--- config.mk ---
export PLATFORM = sky130hd
export DESIGN_NAME = tpm_policer
export DESIGN_NICKNAME = d
export VERILOG_FILES = /design/src/tpm_pkg.sv /design/src/tpm_policer.sv
export SDC_FILE = /design/constraint.sdc
export NUM_CORES = 2
export LEC_CHECK = 0
export ABC_AREA = 0
export BUFFER_PORTS_ARGS = -buffer_cell sky130_fd_sc_hd__buf_2
export CAP_MARGIN = 20
export CORE_MARGIN = 2
export CORE_UTILIZATION = 46
export CTS_CLUSTER_SIZE = 25
export DETAILED_ROUTE_END_ITERATION = 10
export PLACE_DENSITY = 0.63
export REMOVE_ABC_BUFFERS = 1
export SLEW_MARGIN = 20
export SYNTH_ARGS = -nofsm -noshare
export SYNTH_HDL_FRONTEND = slang
export SYNTH_SLANG_ARGS = --single-unit
--- constraint.sdc ---
create_clock -name aclk -period 30.4 [get_ports aclk]
set_input_delay 4.56 -clock aclk [delete_from_list [all_inputs] [get_ports aclk]]
set_output_delay 4.56 -clock aclk [all_outputs]
set_load 0.01 [all_outputs]
--- src/tpm_pkg.sv ---
// Constants, register map and packet carriers of the traffic policer meter.
// Notes on behaviour
// - One token stands for one packet byte.
// - Simple bucket admits bursts up to its depth.
// - Single-rate colors by committed rate, both depths.
// - Two-rate colors by committed and peak buckets.
// - Traffic under committed rate gets conforming action.
// - Committed depth caps first bucket in all modes.
// - Single-rate second bucket capped at excess depth.
// - Two-rate second bucket refills at peak rate.
// - Two-rate second bucket capped at peak depth.
// - Excess or peak settings only in their mode.
// - Green passes unchanged or gets configured code point.
// - Yellow passes, drops, or gets code point 0-63.
// - Remarked yellow dropped while congestion reported.
// - Yellow action used only in three-color modes.
// - Red dropped or remarked; remarked dropped under congestion.
// - Disabled policer neither meters nor acts.
// - Only member classes are policed.
// - Written code point is six bits wide.
package tpm_pkg;

  // Clock and token timing.
  localparam int unsigned CLK_PERIOD_NS = 10;
  localparam int unsigned NS_PER_SECOND = 1000000000;
  localparam logic [27:0] CYCLES_PER_SECOND = 28'(NS_PER_SECOND / CLK_PERIOD_NS);

  // Register byte offsets.
  localparam logic [7:0] REG_CTRL = 8'h00;
  localparam logic [7:0] REG_CLASS_MASK = 8'h04;
  localparam logic [7:0] REG_COMMITTED_RATE = 8'h08;
  localparam logic [7:0] REG_COMMITTED_BURST_DEPTH = 8'h0C;
  localparam logic [7:0] REG_EXCESS_BURST_DEPTH = 8'h10;
  localparam logic [7:0] REG_PEAK_RATE = 8'h14;
  localparam logic [7:0] REG_PEAK_BURST_DEPTH = 8'h18;
  localparam logic [7:0] REG_ACTION = 8'h1C;
  localparam logic [7:0] REG_STATUS = 8'h20;
  localparam logic [7:0] REG_FIRST_TOKENS = 8'h24;
  localparam logic [7:0] REG_SECOND_TOKENS = 8'h28;

  // Field positions and widths.
  localparam int unsigned CTRL_ENABLE_BIT = 0;
  localparam int unsigned CTRL_MODE_LSB = 1;
  localparam int unsigned RATE_W = 27;
  localparam int unsigned TOKEN_W = 32;
  localparam int unsigned CLASS_W = 4;
  localparam int unsigned NUM_CLASSES = 16;
  localparam int unsigned DSCP_W = 6;
  localparam int unsigned LEN_W = 16;
  localparam int unsigned ACT_GREEN_BIT = 0;
  localparam int unsigned ACT_YELLOW_LSB = 1;
  localparam int unsigned ACT_RED_BIT = 3;
  localparam int unsigned ACT_GREEN_DSCP_LSB = 8;
  localparam int unsigned ACT_YELLOW_DSCP_LSB = 16;
  localparam int unsigned ACT_RED_DSCP_LSB = 24;

  // Reset values.
  localparam logic [31:0] CTRL_RESET = 32'h0000_0000;
  localparam logic [31:0] ZERO_RESET = 32'h0000_0000;
  localparam logic [31:0] ACTION_RESET = 32'h0000_0000;

  // AXI responses.
  localparam logic [1:0] RESP_OKAY = 2'b00;
  localparam logic [1:0] RESP_SLVERR = 2'b10;

  typedef enum logic [1:0] {
    TPM_MODE_SIMPLE = 2'b00,
    TPM_MODE_SINGLE_RATE = 2'b01,
    TPM_MODE_TWO_RATE = 2'b10
  } tpm_mode_t;

  typedef enum logic [1:0] {
    TPM_GREEN = 2'b00,
    TPM_YELLOW = 2'b01,
    TPM_RED = 2'b10,
    TPM_UNMETERED = 2'b11
  } tpm_color_t;

  typedef enum logic [1:0] {
    TPM_Y_PASS = 2'b00,
    TPM_Y_DROP = 2'b01,
    TPM_Y_MARK = 2'b10
  } tpm_yellow_act_t;

  // Packet descriptor from the classifier.
  typedef struct packed {
    logic [CLASS_W-1:0] class_tag;
    logic [LEN_W-1:0] length;
    logic [DSCP_W-1:0] dscp;
  } tpm_pkt_in_t;

  // Verdict toward the forwarding path.
  typedef struct packed {
    logic [CLASS_W-1:0] class_tag;
    logic [LEN_W-1:0] length;
    logic [DSCP_W-1:0] dscp;
    tpm_color_t color;
    logic drop;
  } tpm_pkt_out_t;

endpackage : tpm_pkg

--- src/tpm_policer.sv ---
// Ingress traffic policer with three metering modes and an AXI4-Lite register slave.
//
// Chosen here: the AXI4-Lite slave port and the address map.
`timescale 1ns/100ps
module tpm_policer (
  // Clock and reset.
  input wire logic aclk,
  input wire logic aresetn,
  // AXI4-Lite write address and data.
  input wire logic [7:0] s_axi_awaddr,
  input wire logic s_axi_awvalid,
  output logic s_axi_awready,
  input wire logic [31:0] s_axi_wdata,
  input wire logic [3:0] s_axi_wstrb,
  input wire logic s_axi_wvalid,
  output logic s_axi_wready,
  // AXI4-Lite write response.
  output logic [1:0] s_axi_bresp,
  output logic s_axi_bvalid,
  input wire logic s_axi_bready,
  // AXI4-Lite read.
  input wire logic [7:0] s_axi_araddr,
  input wire logic s_axi_arvalid,
  output logic s_axi_arready,
  output logic [31:0] s_axi_rdata,
  output logic [1:0] s_axi_rresp,
  output logic s_axi_rvalid,
  input wire logic s_axi_rready,
  // Packets from the classifier.
  input wire tpm_pkg::tpm_pkt_in_t pkt_in,
  input wire logic pkt_in_valid,
  output logic pkt_in_ready,
  // Verdicts to the forwarding path.
  output tpm_pkg::tpm_pkt_out_t pkt_out,
  output logic pkt_out_valid,
  input wire logic pkt_out_ready,
  // Congestion level from the network path, asynchronous.
  input wire logic congestion
);

  // Configuration registers.
  logic enable_ff;
  tpm_pkg::tpm_mode_t mode_ff;
  logic [tpm_pkg::NUM_CLASSES-1:0] class_mask_ff;
  logic [tpm_pkg::RATE_W-1:0] committed_rate_ff;
  logic [tpm_pkg::TOKEN_W-1:0] committed_burst_depth_ff;
  logic [tpm_pkg::TOKEN_W-1:0] excess_burst_depth_ff;
  logic [tpm_pkg::RATE_W-1:0] peak_rate_ff;
  logic [tpm_pkg::TOKEN_W-1:0] peak_burst_depth_ff;
  logic [31:0] action_ff;

  // Bus slave state.
  logic aw_held_ff;
  logic w_held_ff;
  logic [7:0] awaddr_ff;
  logic [31:0] wdata_ff;
  logic [3:0] wstrb_ff;
  logic bvalid_ff;
  logic [1:0] bresp_ff;
  logic rvalid_ff;
  logic [31:0] rdata_ff;
  logic [1:0] rresp_ff;
  logic wr_fire;
  logic wr_hit;

  // Metering state.
  logic [tpm_pkg::TOKEN_W-1:0] first_tokens_ff;
  logic [tpm_pkg::TOKEN_W-1:0] second_tokens_ff;
  logic [tpm_pkg::RATE_W-1:0] commit_frac_ff;
  logic [tpm_pkg::RATE_W-1:0] peak_frac_ff;
  logic [1:0] commit_credit;
  logic [1:0] peak_credit;
  logic [tpm_pkg::RATE_W-1:0] nxt_commit_frac;
  logic [tpm_pkg::RATE_W-1:0] nxt_peak_frac;
  logic [tpm_pkg::TOKEN_W-1:0] first_refill;
  logic [tpm_pkg::TOKEN_W-1:0] second_refill;
  logic [tpm_pkg::TOKEN_W-1:0] nxt_first_tokens;
  logic [tpm_pkg::TOKEN_W-1:0] nxt_second_tokens;

  // Congestion synchroniser and packet path.
  logic cong_s1_ff;
  logic cong_s2_ff;
  logic cong_s3_ff;
  logic congested_ff;
  tpm_pkg::tpm_pkt_out_t pkt_out_ff;
  tpm_pkg::tpm_pkt_out_t nxt_pkt_out;
  logic pkt_out_valid_ff;
  logic pkt_take;
  logic metered;
  logic [tpm_pkg::TOKEN_W-1:0] pkt_tokens;

  // Adds a credit to a bucket and clamps at its depth.
  function automatic logic [31:0] sat_add(input logic [31:0] a, input logic [31:0] b,
                                          input logic [31:0] cap);
    logic [32:0] sum;
    sum = {1'b0, a} + {1'b0, b};
    sat_add = (sum > {1'b0, cap}) ? cap : sum[31:0];
  endfunction : sat_add

  // Turns a byte rate into per-cycle token credits with an exact fractional remainder.
  function automatic logic [28:0] rate_step(input logic [26:0] frac, input logic [26:0] rate);
    logic [27:0] sum;
    sum = {1'b0, frac} + {1'b0, rate};
    if (sum >= {tpm_pkg::CYCLES_PER_SECOND[26:0], 1'b0}) begin
      rate_step = {2'd2, 27'(sum - {tpm_pkg::CYCLES_PER_SECOND[26:0], 1'b0})};
    end else if (sum >= tpm_pkg::CYCLES_PER_SECOND) begin
      rate_step = {2'd1, 27'(sum - tpm_pkg::CYCLES_PER_SECOND)};
    end else begin
      rate_step = {2'd0, sum[26:0]};
    end
  endfunction : rate_step

  // Write channels are taken independently, in either order or in the same cycle, the response follows both.
  assign s_axi_awready = !aw_held_ff;
  assign s_axi_wready = !w_held_ff;
  assign s_axi_bvalid = bvalid_ff;
  assign s_axi_bresp = bresp_ff;
  assign wr_fire = aw_held_ff && w_held_ff && !bvalid_ff;
  assign wr_hit = (awaddr_ff <= tpm_pkg::REG_ACTION) && (awaddr_ff[1:0] == 2'b00);

  always_ff @(posedge aclk) begin
    if (!aresetn) begin
      aw_held_ff <= 1'b0;
      w_held_ff <= 1'b0;
      awaddr_ff <= 8'h00;
      wdata_ff <= 32'h0000_0000;
      wstrb_ff <= 4'h0;
    end else begin
      if (s_axi_awvalid && !aw_held_ff) begin
        aw_held_ff <= 1'b1;
        awaddr_ff <= s_axi_awaddr;
      end else if (wr_fire) begin
        aw_held_ff <= 1'b0;
      end
      if (s_axi_wvalid && !w_held_ff) begin
        w_held_ff <= 1'b1;
        wdata_ff <= s_axi_wdata;
        wstrb_ff <= s_axi_wstrb;
      end else if (wr_fire) begin
        w_held_ff <= 1'b0;
      end
    end
  end

  // Write response; status and token counters are read-only and answer with an error on write.
  always_ff @(posedge aclk) begin
    if (!aresetn) begin
      bvalid_ff <= 1'b0;
      bresp_ff <= tpm_pkg::RESP_OKAY;
    end else if (wr_fire) begin
      bvalid_ff <= 1'b1;
      bresp_ff <= wr_hit ? tpm_pkg::RESP_OKAY : tpm_pkg::RESP_SLVERR;
    end else if (s_axi_bready) begin
      bvalid_ff <= 1'b0;
    end
  end

  // Configuration store with byte strobes applied to a merged word.
  logic [31:0] cur_word;
  logic [31:0] new_word;
  always_comb begin
    case (awaddr_ff)
      tpm_pkg::REG_CTRL: cur_word = {29'd0, mode_ff, enable_ff};
      tpm_pkg::REG_CLASS_MASK: cur_word = {16'h0000, class_mask_ff};
      tpm_pkg::REG_COMMITTED_RATE: cur_word = {5'd0, committed_rate_ff};
      tpm_pkg::REG_COMMITTED_BURST_DEPTH: cur_word = committed_burst_depth_ff;
      tpm_pkg::REG_EXCESS_BURST_DEPTH: cur_word = excess_burst_depth_ff;
      tpm_pkg::REG_PEAK_RATE: cur_word = {5'd0, peak_rate_ff};
      tpm_pkg::REG_PEAK_BURST_DEPTH: cur_word = peak_burst_depth_ff;
      tpm_pkg::REG_ACTION: cur_word = action_ff;
      default: cur_word = 32'h0000_0000;
    endcase
    for (int i = 0; i < 4; i++) begin
      new_word[8*i +: 8] = wstrb_ff[i] ? wdata_ff[8*i +: 8] : cur_word[8*i +: 8];
    end
  end

  always_ff @(posedge aclk) begin
    if (!aresetn) begin
      enable_ff <= tpm_pkg::CTRL_RESET[tpm_pkg::CTRL_ENABLE_BIT];
      mode_ff <= tpm_pkg::tpm_mode_t'(tpm_pkg::CTRL_RESET[tpm_pkg::CTRL_MODE_LSB +: 2]);
      class_mask_ff <= tpm_pkg::ZERO_RESET[15:0];
      committed_rate_ff <= tpm_pkg::ZERO_RESET[tpm_pkg::RATE_W-1:0];
      committed_burst_depth_ff <= tpm_pkg::ZERO_RESET;
      excess_burst_depth_ff <= tpm_pkg::ZERO_RESET;
      peak_rate_ff <= tpm_pkg::ZERO_RESET[tpm_pkg::RATE_W-1:0];
      peak_burst_depth_ff <= tpm_pkg::ZERO_RESET;
      action_ff <= tpm_pkg::ACTION_RESET;
    end else if (wr_fire && wr_hit) begin
      case (awaddr_ff)
        tpm_pkg::REG_CTRL: begin
          enable_ff <= new_word[tpm_pkg::CTRL_ENABLE_BIT];
          mode_ff <= tpm_pkg::tpm_mode_t'(new_word[tpm_pkg::CTRL_MODE_LSB +: 2]);
        end
        tpm_pkg::REG_CLASS_MASK: class_mask_ff <= new_word[15:0];
        tpm_pkg::REG_COMMITTED_RATE: committed_rate_ff <= new_word[tpm_pkg::RATE_W-1:0];
        tpm_pkg::REG_COMMITTED_BURST_DEPTH: committed_burst_depth_ff <= new_word;
        tpm_pkg::REG_EXCESS_BURST_DEPTH: excess_burst_depth_ff <= new_word;
        tpm_pkg::REG_PEAK_RATE: peak_rate_ff <= new_word[tpm_pkg::RATE_W-1:0];
        tpm_pkg::REG_PEAK_BURST_DEPTH: peak_burst_depth_ff <= new_word;
        tpm_pkg::REG_ACTION: action_ff <= new_word;
        default: action_ff <= action_ff;
      endcase
    end
  end

  // Read channel answers one cycle after the address is taken.
  assign s_axi_arready = !rvalid_ff;
  assign s_axi_rvalid = rvalid_ff;
  assign s_axi_rdata = rdata_ff;
  assign s_axi_rresp = rresp_ff;

  always_ff @(posedge aclk) begin
    if (!aresetn) begin
      rvalid_ff <= 1'b0;
      rdata_ff <= 32'h0000_0000;
      rresp_ff <= tpm_pkg::RESP_OKAY;
    end else if (s_axi_arvalid && !rvalid_ff) begin
      rvalid_ff <= 1'b1;
      rresp_ff <= tpm_pkg::RESP_OKAY;
      case (s_axi_araddr)
        tpm_pkg::REG_CTRL: rdata_ff <= {29'd0, mode_ff, enable_ff};
        tpm_pkg::REG_CLASS_MASK: rdata_ff <= {16'h0000, class_mask_ff};
        tpm_pkg::REG_COMMITTED_RATE: rdata_ff <= {5'd0, committed_rate_ff};
        tpm_pkg::REG_COMMITTED_BURST_DEPTH: rdata_ff <= committed_burst_depth_ff;
        tpm_pkg::REG_EXCESS_BURST_DEPTH: rdata_ff <= excess_burst_depth_ff;
        tpm_pkg::REG_PEAK_RATE: rdata_ff <= {5'd0, peak_rate_ff};
        tpm_pkg::REG_PEAK_BURST_DEPTH: rdata_ff <= peak_burst_depth_ff;
        tpm_pkg::REG_ACTION: rdata_ff <= action_ff;
        tpm_pkg::REG_STATUS: rdata_ff <= {31'd0, congested_ff};
        tpm_pkg::REG_FIRST_TOKENS: rdata_ff <= first_tokens_ff;
        tpm_pkg::REG_SECOND_TOKENS: rdata_ff <= second_tokens_ff;
        default: begin
          rdata_ff <= 32'h0000_0000;
          rresp_ff <= tpm_pkg::RESP_SLVERR;
        end
      endcase
    end else if (s_axi_rready) begin
      rvalid_ff <= 1'b0;
    end
  end

  // Congestion is a pin level; it only changes once the second and third stages agree.
  always_ff @(posedge aclk) begin
    if (!aresetn) begin
      cong_s1_ff <= 1'b0;
      cong_s2_ff <= 1'b0;
      cong_s3_ff <= 1'b0;
      congested_ff <= 1'b0;
    end else begin
      cong_s1_ff <= congestion;
      cong_s2_ff <= cong_s1_ff;
      cong_s3_ff <= cong_s2_ff;
      if (cong_s2_ff == cong_s3_ff) begin
        congested_ff <= cong_s3_ff;
      end
    end
  end

  // Per-cycle token credits; the second bucket only earns peak credits in two-rate mode.
  always_comb begin
    {commit_credit, nxt_commit_frac} = rate_step(commit_frac_ff, committed_rate_ff);
    {peak_credit, nxt_peak_frac} = rate_step(peak_frac_ff, peak_rate_ff);
  end

  // Refill: the first bucket is always capped by the committed depth.
  logic [32:0] first_sum;
  logic [31:0] spill;
  always_comb begin
    first_sum = {1'b0, first_tokens_ff} + {31'd0, commit_credit};
    first_refill = sat_add(first_tokens_ff, {30'd0, commit_credit},
                           committed_burst_depth_ff);
    spill = (first_sum > {1'b0, committed_burst_depth_ff}) ?
            32'(first_sum - {1'b0, committed_burst_depth_ff}) : 32'h0000_0000;
    case (mode_ff)
      tpm_pkg::TPM_MODE_SINGLE_RATE:
        second_refill = sat_add(second_tokens_ff, spill, excess_burst_depth_ff);
      tpm_pkg::TPM_MODE_TWO_RATE:
        second_refill = sat_add(second_tokens_ff, {30'd0, peak_credit},
                                peak_burst_depth_ff);
      default: second_refill = 32'h0000_0000;
    endcase
  end

  // Coloring, action choice and token consumption for an accepted packet.
  assign pkt_out_valid = pkt_out_valid_ff;
  assign pkt_out = pkt_out_ff;
  assign pkt_in_ready = !pkt_out_valid_ff || pkt_out_ready;
  assign pkt_take = pkt_in_valid && pkt_in_ready;
  assign metered = enable_ff && class_mask_ff[pkt_in.class_tag];
  assign pkt_tokens = {16'h0000, pkt_in.length};

  always_comb begin
    nxt_pkt_out.class_tag = pkt_in.class_tag;
    nxt_pkt_out.length = pkt_in.length;
    nxt_pkt_out.dscp = pkt_in.dscp;
    nxt_pkt_out.color = tpm_pkg::TPM_UNMETERED;
    nxt_pkt_out.drop = 1'b0;
    nxt_first_tokens = first_refill;
    nxt_second_tokens = second_refill;
    if (metered) begin
      case (mode_ff)
        tpm_pkg::TPM_MODE_SINGLE_RATE: begin
          if (first_refill >= pkt_tokens) begin
            nxt_pkt_out.color = tpm_pkg::TPM_GREEN;
            nxt_first_tokens = first_refill - pkt_tokens;
          end else if (second_refill >= pkt_tokens) begin
            nxt_pkt_out.color = tpm_pkg::TPM_YELLOW;
            nxt_second_tokens = second_refill - pkt_tokens;
          end else begin
            nxt_pkt_out.color = tpm_pkg::TPM_RED;
          end
        end
        tpm_pkg::TPM_MODE_TWO_RATE: begin
          if (second_refill < pkt_tokens) begin
            nxt_pkt_out.color = tpm_pkg::TPM_RED;
          end else if (first_refill < pkt_tokens) begin
            nxt_pkt_out.color = tpm_pkg::TPM_YELLOW;
            nxt_second_tokens = second_refill - pkt_tokens;
          end else begin
            nxt_pkt_out.color = tpm_pkg::TPM_GREEN;
            nxt_first_tokens = first_refill - pkt_tokens;
            nxt_second_tokens = second_refill - pkt_tokens;
          end
        end
        default: begin
          // Simple bucket: the depth bounds any burst, so no yellow can appear.
          if (first_refill >= pkt_tokens) begin
            nxt_pkt_out.color = tpm_pkg::TPM_GREEN;
            nxt_first_tokens = first_refill - pkt_tokens;
          end else begin
            nxt_pkt_out.color = tpm_pkg::TPM_RED;
          end
        end
      endcase
      case (nxt_pkt_out.color)
        tpm_pkg::TPM_GREEN: begin
          if (action_ff[tpm_pkg::ACT_GREEN_BIT]) begin
            nxt_pkt_out.dscp = action_ff[tpm_pkg::ACT_GREEN_DSCP_LSB +: tpm_pkg::DSCP_W];
          end
        end
        tpm_pkg::TPM_YELLOW: begin
          // Only the three-color modes reach here.
          case (tpm_pkg::tpm_yellow_act_t'(action_ff[tpm_pkg::ACT_YELLOW_LSB +: 2]))
            tpm_pkg::TPM_Y_DROP: nxt_pkt_out.drop = 1'b1;
            tpm_pkg::TPM_Y_MARK: begin
              nxt_pkt_out.dscp = action_ff[tpm_pkg::ACT_YELLOW_DSCP_LSB +: tpm_pkg::DSCP_W];
              nxt_pkt_out.drop = congested_ff;
            end
            default: nxt_pkt_out.drop = 1'b0;
          endcase
        end
        default: begin
          // Red: remarking keeps it only while the path is not congested.
          if (action_ff[tpm_pkg::ACT_RED_BIT]) begin
            nxt_pkt_out.dscp = action_ff[tpm_pkg::ACT_RED_DSCP_LSB +: tpm_pkg::DSCP_W];
            nxt_pkt_out.drop = congested_ff;
          end else begin
            nxt_pkt_out.drop = 1'b1;
          end
        end
      endcase
    end
  end

  // Buckets refill every cycle and pay for a metered packet when it is taken.
  always_ff @(posedge aclk) begin
    if (!aresetn) begin
      first_tokens_ff <= tpm_pkg::ZERO_RESET;
      second_tokens_ff <= tpm_pkg::ZERO_RESET;
      commit_frac_ff <= tpm_pkg::ZERO_RESET[tpm_pkg::RATE_W-1:0];
      peak_frac_ff <= tpm_pkg::ZERO_RESET[tpm_pkg::RATE_W-1:0];
    end else begin
      commit_frac_ff <= nxt_commit_frac;
      peak_frac_ff <= nxt_peak_frac;
      first_tokens_ff <= pkt_take ? nxt_first_tokens : first_refill;
      second_tokens_ff <= pkt_take ? nxt_second_tokens : second_refill;
    end
  end

  // One-deep verdict register; it stalls the classifier while the forwarding path is busy.
  always_ff @(posedge aclk) begin
    if (!aresetn) begin
      pkt_out_valid_ff <= 1'b0;
      pkt_out_ff <= '0;
    end else if (pkt_in_ready) begin
      pkt_out_valid_ff <= pkt_in_valid;
      if (pkt_in_valid) begin
        pkt_out_ff <= nxt_pkt_out;
      end
    end
  end

endmodule : tpm_policer

Word level (Yosys, flattened, before mapping)
Cells that the tools add are included.
Storage, ports and cells
  register bits: 437
  latch bits: 0
  bits in writable memories: 0
  memory bits (read-only): 0
  bits of input ports: 88
  output and inout bits: 72
  word-level logic and storage cells: 167
  memories: 0
Cells by class
  add/sub/neg operators: 12
  multipliers: 0
  divide/modulo/power cells: 0
  order comparisons: 13
  equality and inequality tests: 23
  shift-type cells: 0
  multiplexer cells: 53
  bitwise operators: 0
  reduce and logical (&&, ||, !) cells: 33
Operators with widths (number)
  two-way mux 32 bit: 15
  one-hot mux 32 bit (11 select lines): 1
  one-hot mux 32 bit (7 select lines): 1
  one-hot mux 32 bit (2 select lines): 2
  > comparator 33 x 32 -> 1 bit: 3
  adder 32 x 2 -> 33 bit: 2
  equality test 8 x 5 -> 1 bit, second input constant: 8
  greater-or-equal comparator 32 x 16 -> 1 bit: 2
  < comparator 32 x 16 -> 1 bit: 2
  subtractor 32 x 16 -> 32 bit: 2
  two-way mux 29 bit: 2
  adder 27 x 27 -> 28 bit: 2
  greater-or-equal comparator 28 x 27 -> 1 bit, second input constant: 2
  greater-or-equal comparator 28 bit, second input constant: 2
  two-way mux 28 bit: 2
  subtractor 27 x 26 -> 27 bit, second input constant: 2
  subtractor 27 bit, second input constant: 2
  adder 32 x 32 -> 33 bit: 1
  equality test 8 x 4 -> 1 bit, second input constant: 4
  two-way mux 8 bit: 4
  subtractor 32 bit: 1
  equality test 8 x 6 -> 1 bit, second input constant: 3
  two-way mux 6 bit: 3
  AND reduction 2 bit: 9
  20 further kinds: 57

Depth between registers and ports, before layout
  word-level depth: 19
  depth in mapped cells: 80
  gate-level depth less buffers: 74

Least setup slack after synthesis
Ideal clock, no wire load.
  kind: register to register
  start point: register committed_rate_ff[0] (netlist bit)
  end point: register pkt_out_ff, in the netlist pkt_out[3]
  library setup time: 0.122 ns
  arrival: 16.449 ns
  data required time: 30.278 ns
  slack: 13.829 ns
  stages on the path, launching flop included: 77
  buffers on the path: 9
  cells stage by stage: dfxtp_1 ha_1 inv_1 fa_1 nor2b_1 o21a_1 o21ai_1 a2111oi_2 o21ai_0 a21bo_2 o21ai_0 or4_1 a31o_2 o31a_1 and2_1 buf_2 clkinv_2 nand3_1 (+41 left out) nor2_1 a21oi_1 o22ai_1 and2_1 ha_1 a21o_1 a21o_1 a21o_1 a21o_1 a221o_1 a21o_1 a21o_1 nor4_4 a2111oi_2 or3b_1 clkbuf_1 a31oi_1 a21oi_1
Between the ends
  word-level cells in the longest chain between the ends: 19
  elaborated cells between the ends (all ways): 29
  classes of those cells: add/sub: 4; order compare: 8; eq/ne: 1; mux: 15; reduce/logical: 1
RTL lines
  start, declared: RTL line tpm_policer.sv:45  | logic [tpm_pkg::RATE_W-1:0] committed_rate_ff;
  start signal, assigned: RTL line tpm_policer.sv:183  | committed_rate_ff <= tpm_pkg::ZERO_RESET[tpm_pkg::RATE_W-1:0];
  start signal, assigned: RTL line tpm_policer.sv:196  | tpm_pkg::REG_COMMITTED_RATE: committed_rate_ff <= new_word[tpm_pkg::RATE_W-1:0];
  adder 27 x 27 -> 28 bit *: RTL line tpm_policer.sv:103  | sum = {1'b0, frac} + {1'b0, rate};
  greater-or-equal comparator 28 x 27 -> 1 bit: RTL line tpm_policer.sv:106  | end else if (sum >= tpm_pkg::CYCLES_PER_SECOND) begin
  two-way mux 28 bit: RTL line tpm_policer.sv:106
  two-way mux 29 bit *: RTL line tpm_policer.sv:104  | if (sum >= {tpm_pkg::CYCLES_PER_SECOND[26:0], 1'b0}) begin
  adder 32 x 2 -> 33 bit *: RTL line tpm_policer.sv:96, tpm_policer.sv:270
  subtractor 32 bit or > comparator 33 x 32 -> 1 bit (tied branches): RTL line tpm_policer.sv:274, tpm_policer.sv:97, tpm_policer.sv:273
  two-way mux 32 bit: RTL line tpm_policer.sv:273  | spill = (first_sum > {1'b0, committed_burst_depth_ff}) ?
  adder 32 x 32 -> 33 bit: RTL line tpm_policer.sv:96  | sum = {1'b0, a} + {1'b0, b};
  (+3 left out)
  greater-or-equal comparator 32 x 16 -> 1 bit: RTL line tpm_policer.sv:307  | end else if (second_refill >= pkt_tokens) begin
  two-way mux 2 bit: RTL line tpm_policer.sv:307
  two-way mux 2 bit: RTL line tpm_policer.sv:304  | if (first_refill >= pkt_tokens) begin
  one-hot mux 2 bit (2 select lines) *: RTL line tpm_policer.sv:302  | case (mode_ff)
  two-way mux 2 bit *: RTL line tpm_policer.sv:301  | if (metered) begin
  equality test 2 x 1 -> 1 bit or zero test 2 bit (tied branches): RTL line tpm_policer.sv:336  | case (nxt_pkt_out.color)
  one-hot mux 6 bit (2 select lines) *: RTL line tpm_policer.sv:336
  two-way mux 9 bit *: RTL line tpm_policer.sv:301
  end signal, assigned: RTL line tpm_policer.sv:389  | pkt_out_ff <= nxt_pkt_out;
  end, declared: RTL line tpm_policer.sv:85  | tpm_pkg::tpm_pkt_out_t pkt_out_ff;
Every way passes the cells marked *; elsewhere a longest branch is shown, timed or not. The select of a mux whose other input is x is not followed.
A chain may end at the register's enable or synchronous reset.

Worst setup path after layout
  start point: register committed_rate_ff[0] (netlist bit)
  end point: register second_tokens_ff[24] (netlist bit)
Between the ends
  word-level cells in the longest chain between the ends: 17
  elaborated cells between the ends (all ways): 24
  classes of those cells: add/sub: 5; order compare: 7; mux: 12
RTL lines
  adder 27 x 27 -> 28 bit *: RTL line tpm_policer.sv:103
  greater-or-equal comparator 28 x 27 -> 1 bit: RTL line tpm_policer.sv:106
  two-way mux 28 bit: RTL line tpm_policer.sv:106
  two-way mux 29 bit *: RTL line tpm_policer.sv:104
  adder 32 x 2 -> 33 bit *: RTL line tpm_policer.sv:96, tpm_policer.sv:270
  subtractor 32 bit or > comparator 33 x 32 -> 1 bit (tied branches): RTL line tpm_policer.sv:274, tpm_policer.sv:97, tpm_policer.sv:273
  two-way mux 32 bit: RTL line tpm_policer.sv:273
  adder 32 x 32 -> 33 bit: RTL line tpm_policer.sv:96
  > comparator 33 x 32 -> 1 bit: RTL line tpm_policer.sv:97  | sat_add = (sum > {1'b0, cap}) ? cap : sum[31:0];
  two-way mux 32 bit: RTL line tpm_policer.sv:97
  one-hot mux 32 bit (2 select lines): RTL line tpm_policer.sv:275  | case (mode_ff)
  subtractor 32 x 16 -> 32 bit or greater-or-equal comparator 32 x 16 -> 1 bit (tied branches)
  two-way mux 32 bit: RTL line tpm_policer.sv:307
  two-way mux 32 bit: RTL line tpm_policer.sv:304
  one-hot mux 32 bit (2 select lines): RTL line tpm_policer.sv:302
  two-way mux 32 bit: RTL line tpm_policer.sv:301
  two-way mux 32 bit *: RTL line tpm_policer.sv:377  | second_tokens_ff <= pkt_take ? nxt_second_tokens : second_refill;
  end signal, assigned: RTL line tpm_policer.sv:370  | second_tokens_ff <= tpm_pkg::ZERO_RESET;
  end signal, assigned: RTL line tpm_policer.sv:377
  end, declared: RTL line tpm_policer.sv:68  | logic [tpm_pkg::TOKEN_W-1:0] second_tokens_ff;
Every way passes the cells marked *; elsewhere a longest branch is shown, timed or not.

==> flow_summary.toml <==
[global_routing]
antenna_found_initial = 3
grt_max_degree = 169
grtUsageMet3 = 0.0755
top_usage_layer = "met2"
use_met2 = 0.545
grt_pass1_wl_mm = 201
met1_usage = 0.476
grt_pass1_vias = 31800
grt-ovfl-total = 0
track_usage = 0.354

[yosys]
synth_seq_cells = 435
synth_adder_area_share = 0.0924
ys_seq_area_frac = 0.264
post_synth_inst_count = 4460
synth-warning-count = 0
syn_avg_cell_area_um2 = 7.38
synth_area_mm2 = 0.0329
synthFlopType = "dfxtp_1"
synthMuxAreaShare = 0.0217
ys_types = 114
synthXorXnorAreaFrac = 0.0540
async_reset_ff_frac = 0
synth_edf_count = 0
synthSimpleGateAreaFrac = 0.228
synth_top_family_by_area = "compound AO/OA/AOI/OAI gates"
synth_compound_area_frac = 0.286

[placed_design]
portBuffers = 157
gp_routability_congestion = 1.02
hpwl_mm = 104
pre_cts_ws_ns = 11.12

[route]
remaining_drc_errors = 0
route.vias.total = 34700
routed_wl_mm = 136
drtIter0Drc = 4399
drt_pass1_iterations = 10
wl_per_cell_um = 24.8
antenna_left = 0
vias_per_cell = 6.32

[critical_path]
start_kind = "flop"
ff2ff_path_depth = 69
critPathRequiredTime_ns = 30.85
end_kind = "flop"
slowest_delay_ns = 0.73
path_class = "flop to flop"
worst_ep_arrival_time_ns = 20.14
crit_fanout = 46
crit_slowest_cell = "a2111oi_2"

[final_layout]
multi_input_area_mm2 = 0.0226
layout.area.seq_mm2 = 0.00871
final_util = 0.511
drive_above_1_share = 0.0909
num_antenna_cells = 0
fin_nets = 4818
layout_commonest_cell = "nand2_1"
mostFrequentLayoutCells = "nand2_1, a21oi_1, nor2_1"
fill_cells = 7063
syn_to_final_growth_pct = 10.5

[clock_tree]
cts-root-buf = "clkbuf_16"
cts_buffers = 53
cts_sinks = 435
htree_levels = 2
cts_resized = 0
clock_latency_ns = 0.64
path_clk_slew_ns = 0.06
ctsHoldBuffers = 0
cts_setup_buffers = 0
cts_tree = "done"
clockBufferDepth = 3

[timing]
skew_ns = 0.0495
max_freq_ghz = 0.0508
rsz0062_at_grt = "no"
slew_headroom = 0.167
setup-tns-final_ns = 0
drv_slew = 0
finalSetupViolCount = 0
tightest_slew_ns = 1.24
fin_crit_ns = 19.69
finalCritPeriodShare = 0.648
fin_ws_ns = 10.71
finalHoldViolations = 0

[min_path]
hold_class = "flop to flop"
holdPathStages = 1

[pwr]
vdd_drop_max_mv = 0.180
p_leak_nw = 14.1
power.density_mw_per_mm2 = 69.8

[floorplanning]
dieArea_mm2 = 0.0738
initial_core_util = 0.462
core_mm2 = 0.0712
die_h_um = 272
rows = 98
die_w_um = 272
num_io_pins = 160

[run]
drv_cap = 0

[outcome]
outcome = "finished, final reports clean"
-- critical path, delay by kind of cell, from the launching register on --
family | cells | cell delay, ns
adders and majority gates | 8 | 2.73
DFF | 1 | 0.39
buffers and inverters | 6 | 1.00
xor gates and xnor gates | 2 | 0.49
AOI/OAI and AO/OA | 32 | 8.78
and+or+nand+nor | 21 | 6.04
-- final timing paths --
check | from | endpoint | slack [ns]
max | committed_rate_ff[0]$_SDFFE_PN0P_ | second_tokens_ff[24]$_SDFF_PN0_ | 10.71
min | cong_s1_ff$_SDFF_PN0_ | cong_s2_ff$_SDFF_PN0_ | 0.43
max reg2reg | committed_rate_ff[0]$_SDFFE_PN0P_ | second_tokens_ff[24]$_SDFF_PN0_ | 10.71
min reg2reg | cong_s1_ff$_SDFF_PN0_ | cong_s2_ff$_SDFF_PN0_ | 0.43
-- synthesized netlist by cell type (all sizes together) (20+ instances only) --
cell type / count / area [um^2]
nand2: 561 / 2110
nor2b: 24 / 150
or3: 27 / 174
a22oi: 130 / 976
o21a: 39 / 293
ha: 232 / 2900
nand4: 60 / 375
a222oi: 24 / 240
o211ai: 24 / 185
and2: 51 / 319
nor2: 547 / 2070
clkbuf: 181 / 679
mux2i: 42 / 420
buf: 49 / 249
xnor2: 127 / 1110
nand3: 100 / 500
a21oi: 545 / 2740
o22ai: 26 / 163
dfxtp: 435 / 8710
a21boi: 20 / 173
a21o: 78 / 586
and3: 36 / 226
inv: 218 / 818
a22o: 27 / 236
or2: 21 / 131
a31oi: 45 / 303
a211oi: 55 / 418
nor3: 95 / 485
nor4: 35 / 262
nand2b: 38 / 238
xor2: 76 / 666
a221oi: 34 / 310
o21ai: 161 / 813
-- flip-flops by register name, indices dropped and copies added (netlist names), 4 cells and up --
name	flops
awaddr_ff	8
second_tokens_ff	32
s_axi_rdata	32
peak_rate_ff	27
committed_rate_ff	27
class_mask_ff	16
peak_burst_depth_ff	32
action_ff	32
peak_frac_ff	27
committed_burst_depth_ff	32
wstrb_ff	4
pkt_out	29
excess_burst_depth_ff	32
first_tokens_ff	32
wdata_ff	32
commit_frac_ff	27
-- power breakdown --
group / internal, mW / switching [mW] / leakage [nW] / total, mW
registers: 0.587 / 0.0224 / 3.52 / 0.610
logic: 0.416 / 0.822 / 9.69 / 1.24
clock network: 0.415 / 0.278 / 0.920 / 0.693
-- metrics by stage --
step | total power [mW] | hold slack (ns) | area [um^2] | std cells
floorplan | 1.46 | 0.412 | 32000 | 4231
global placement | 1.83 | 0.413 | 34500 | 5385
detailed placement | 1.82 | 0.423 | 34500 | 5385
CTS | 2.52 | 0.435 | 36400 | 5480
global route | 2.67 | 0.469 | 36400 | 5481
finish | 2.54 | 0.431 | 36400 | 5481
-- kinds of logic (layout without fill, tap and decap cells) --
| kind of cell | Yosys count | count (layout) |
|---|---|---|
| other | 1 | 2 |
| AOI/OAI and AO/OA | 1419 | 1419 |
| DFF | 435 | 435 |
| muxes | 63 | 63 |
| and+or+nand+nor | 1651 | 1651 |
| buffers and inverters | 449 | 519 |
| adders and majority gates | 239 | 239 |
| xor gates and xnor gates | 203 | 203 |
-- area by class of cell --
class	instances	share of cell area
Tap cell	950	0.0327
Timing Repair Buffer	205	0.0321
Inverter	219	0.0228
Sequential cell	435	0.239
Clock inverter	24	0.0102
Clock buffer	71	0.0413
Multi-Input combinational cell	3577	0.622
-- routing by layer --
layer | wire [um] | vias up
met4 | 6810 | 8
met3 | 14400 | 318
met2 | 57700 | 1893
met1 | 57100 | 16200
met5 | 67 | -
li1 | - | 16200
Note: power is estimated with default switching activity, not from simulation.
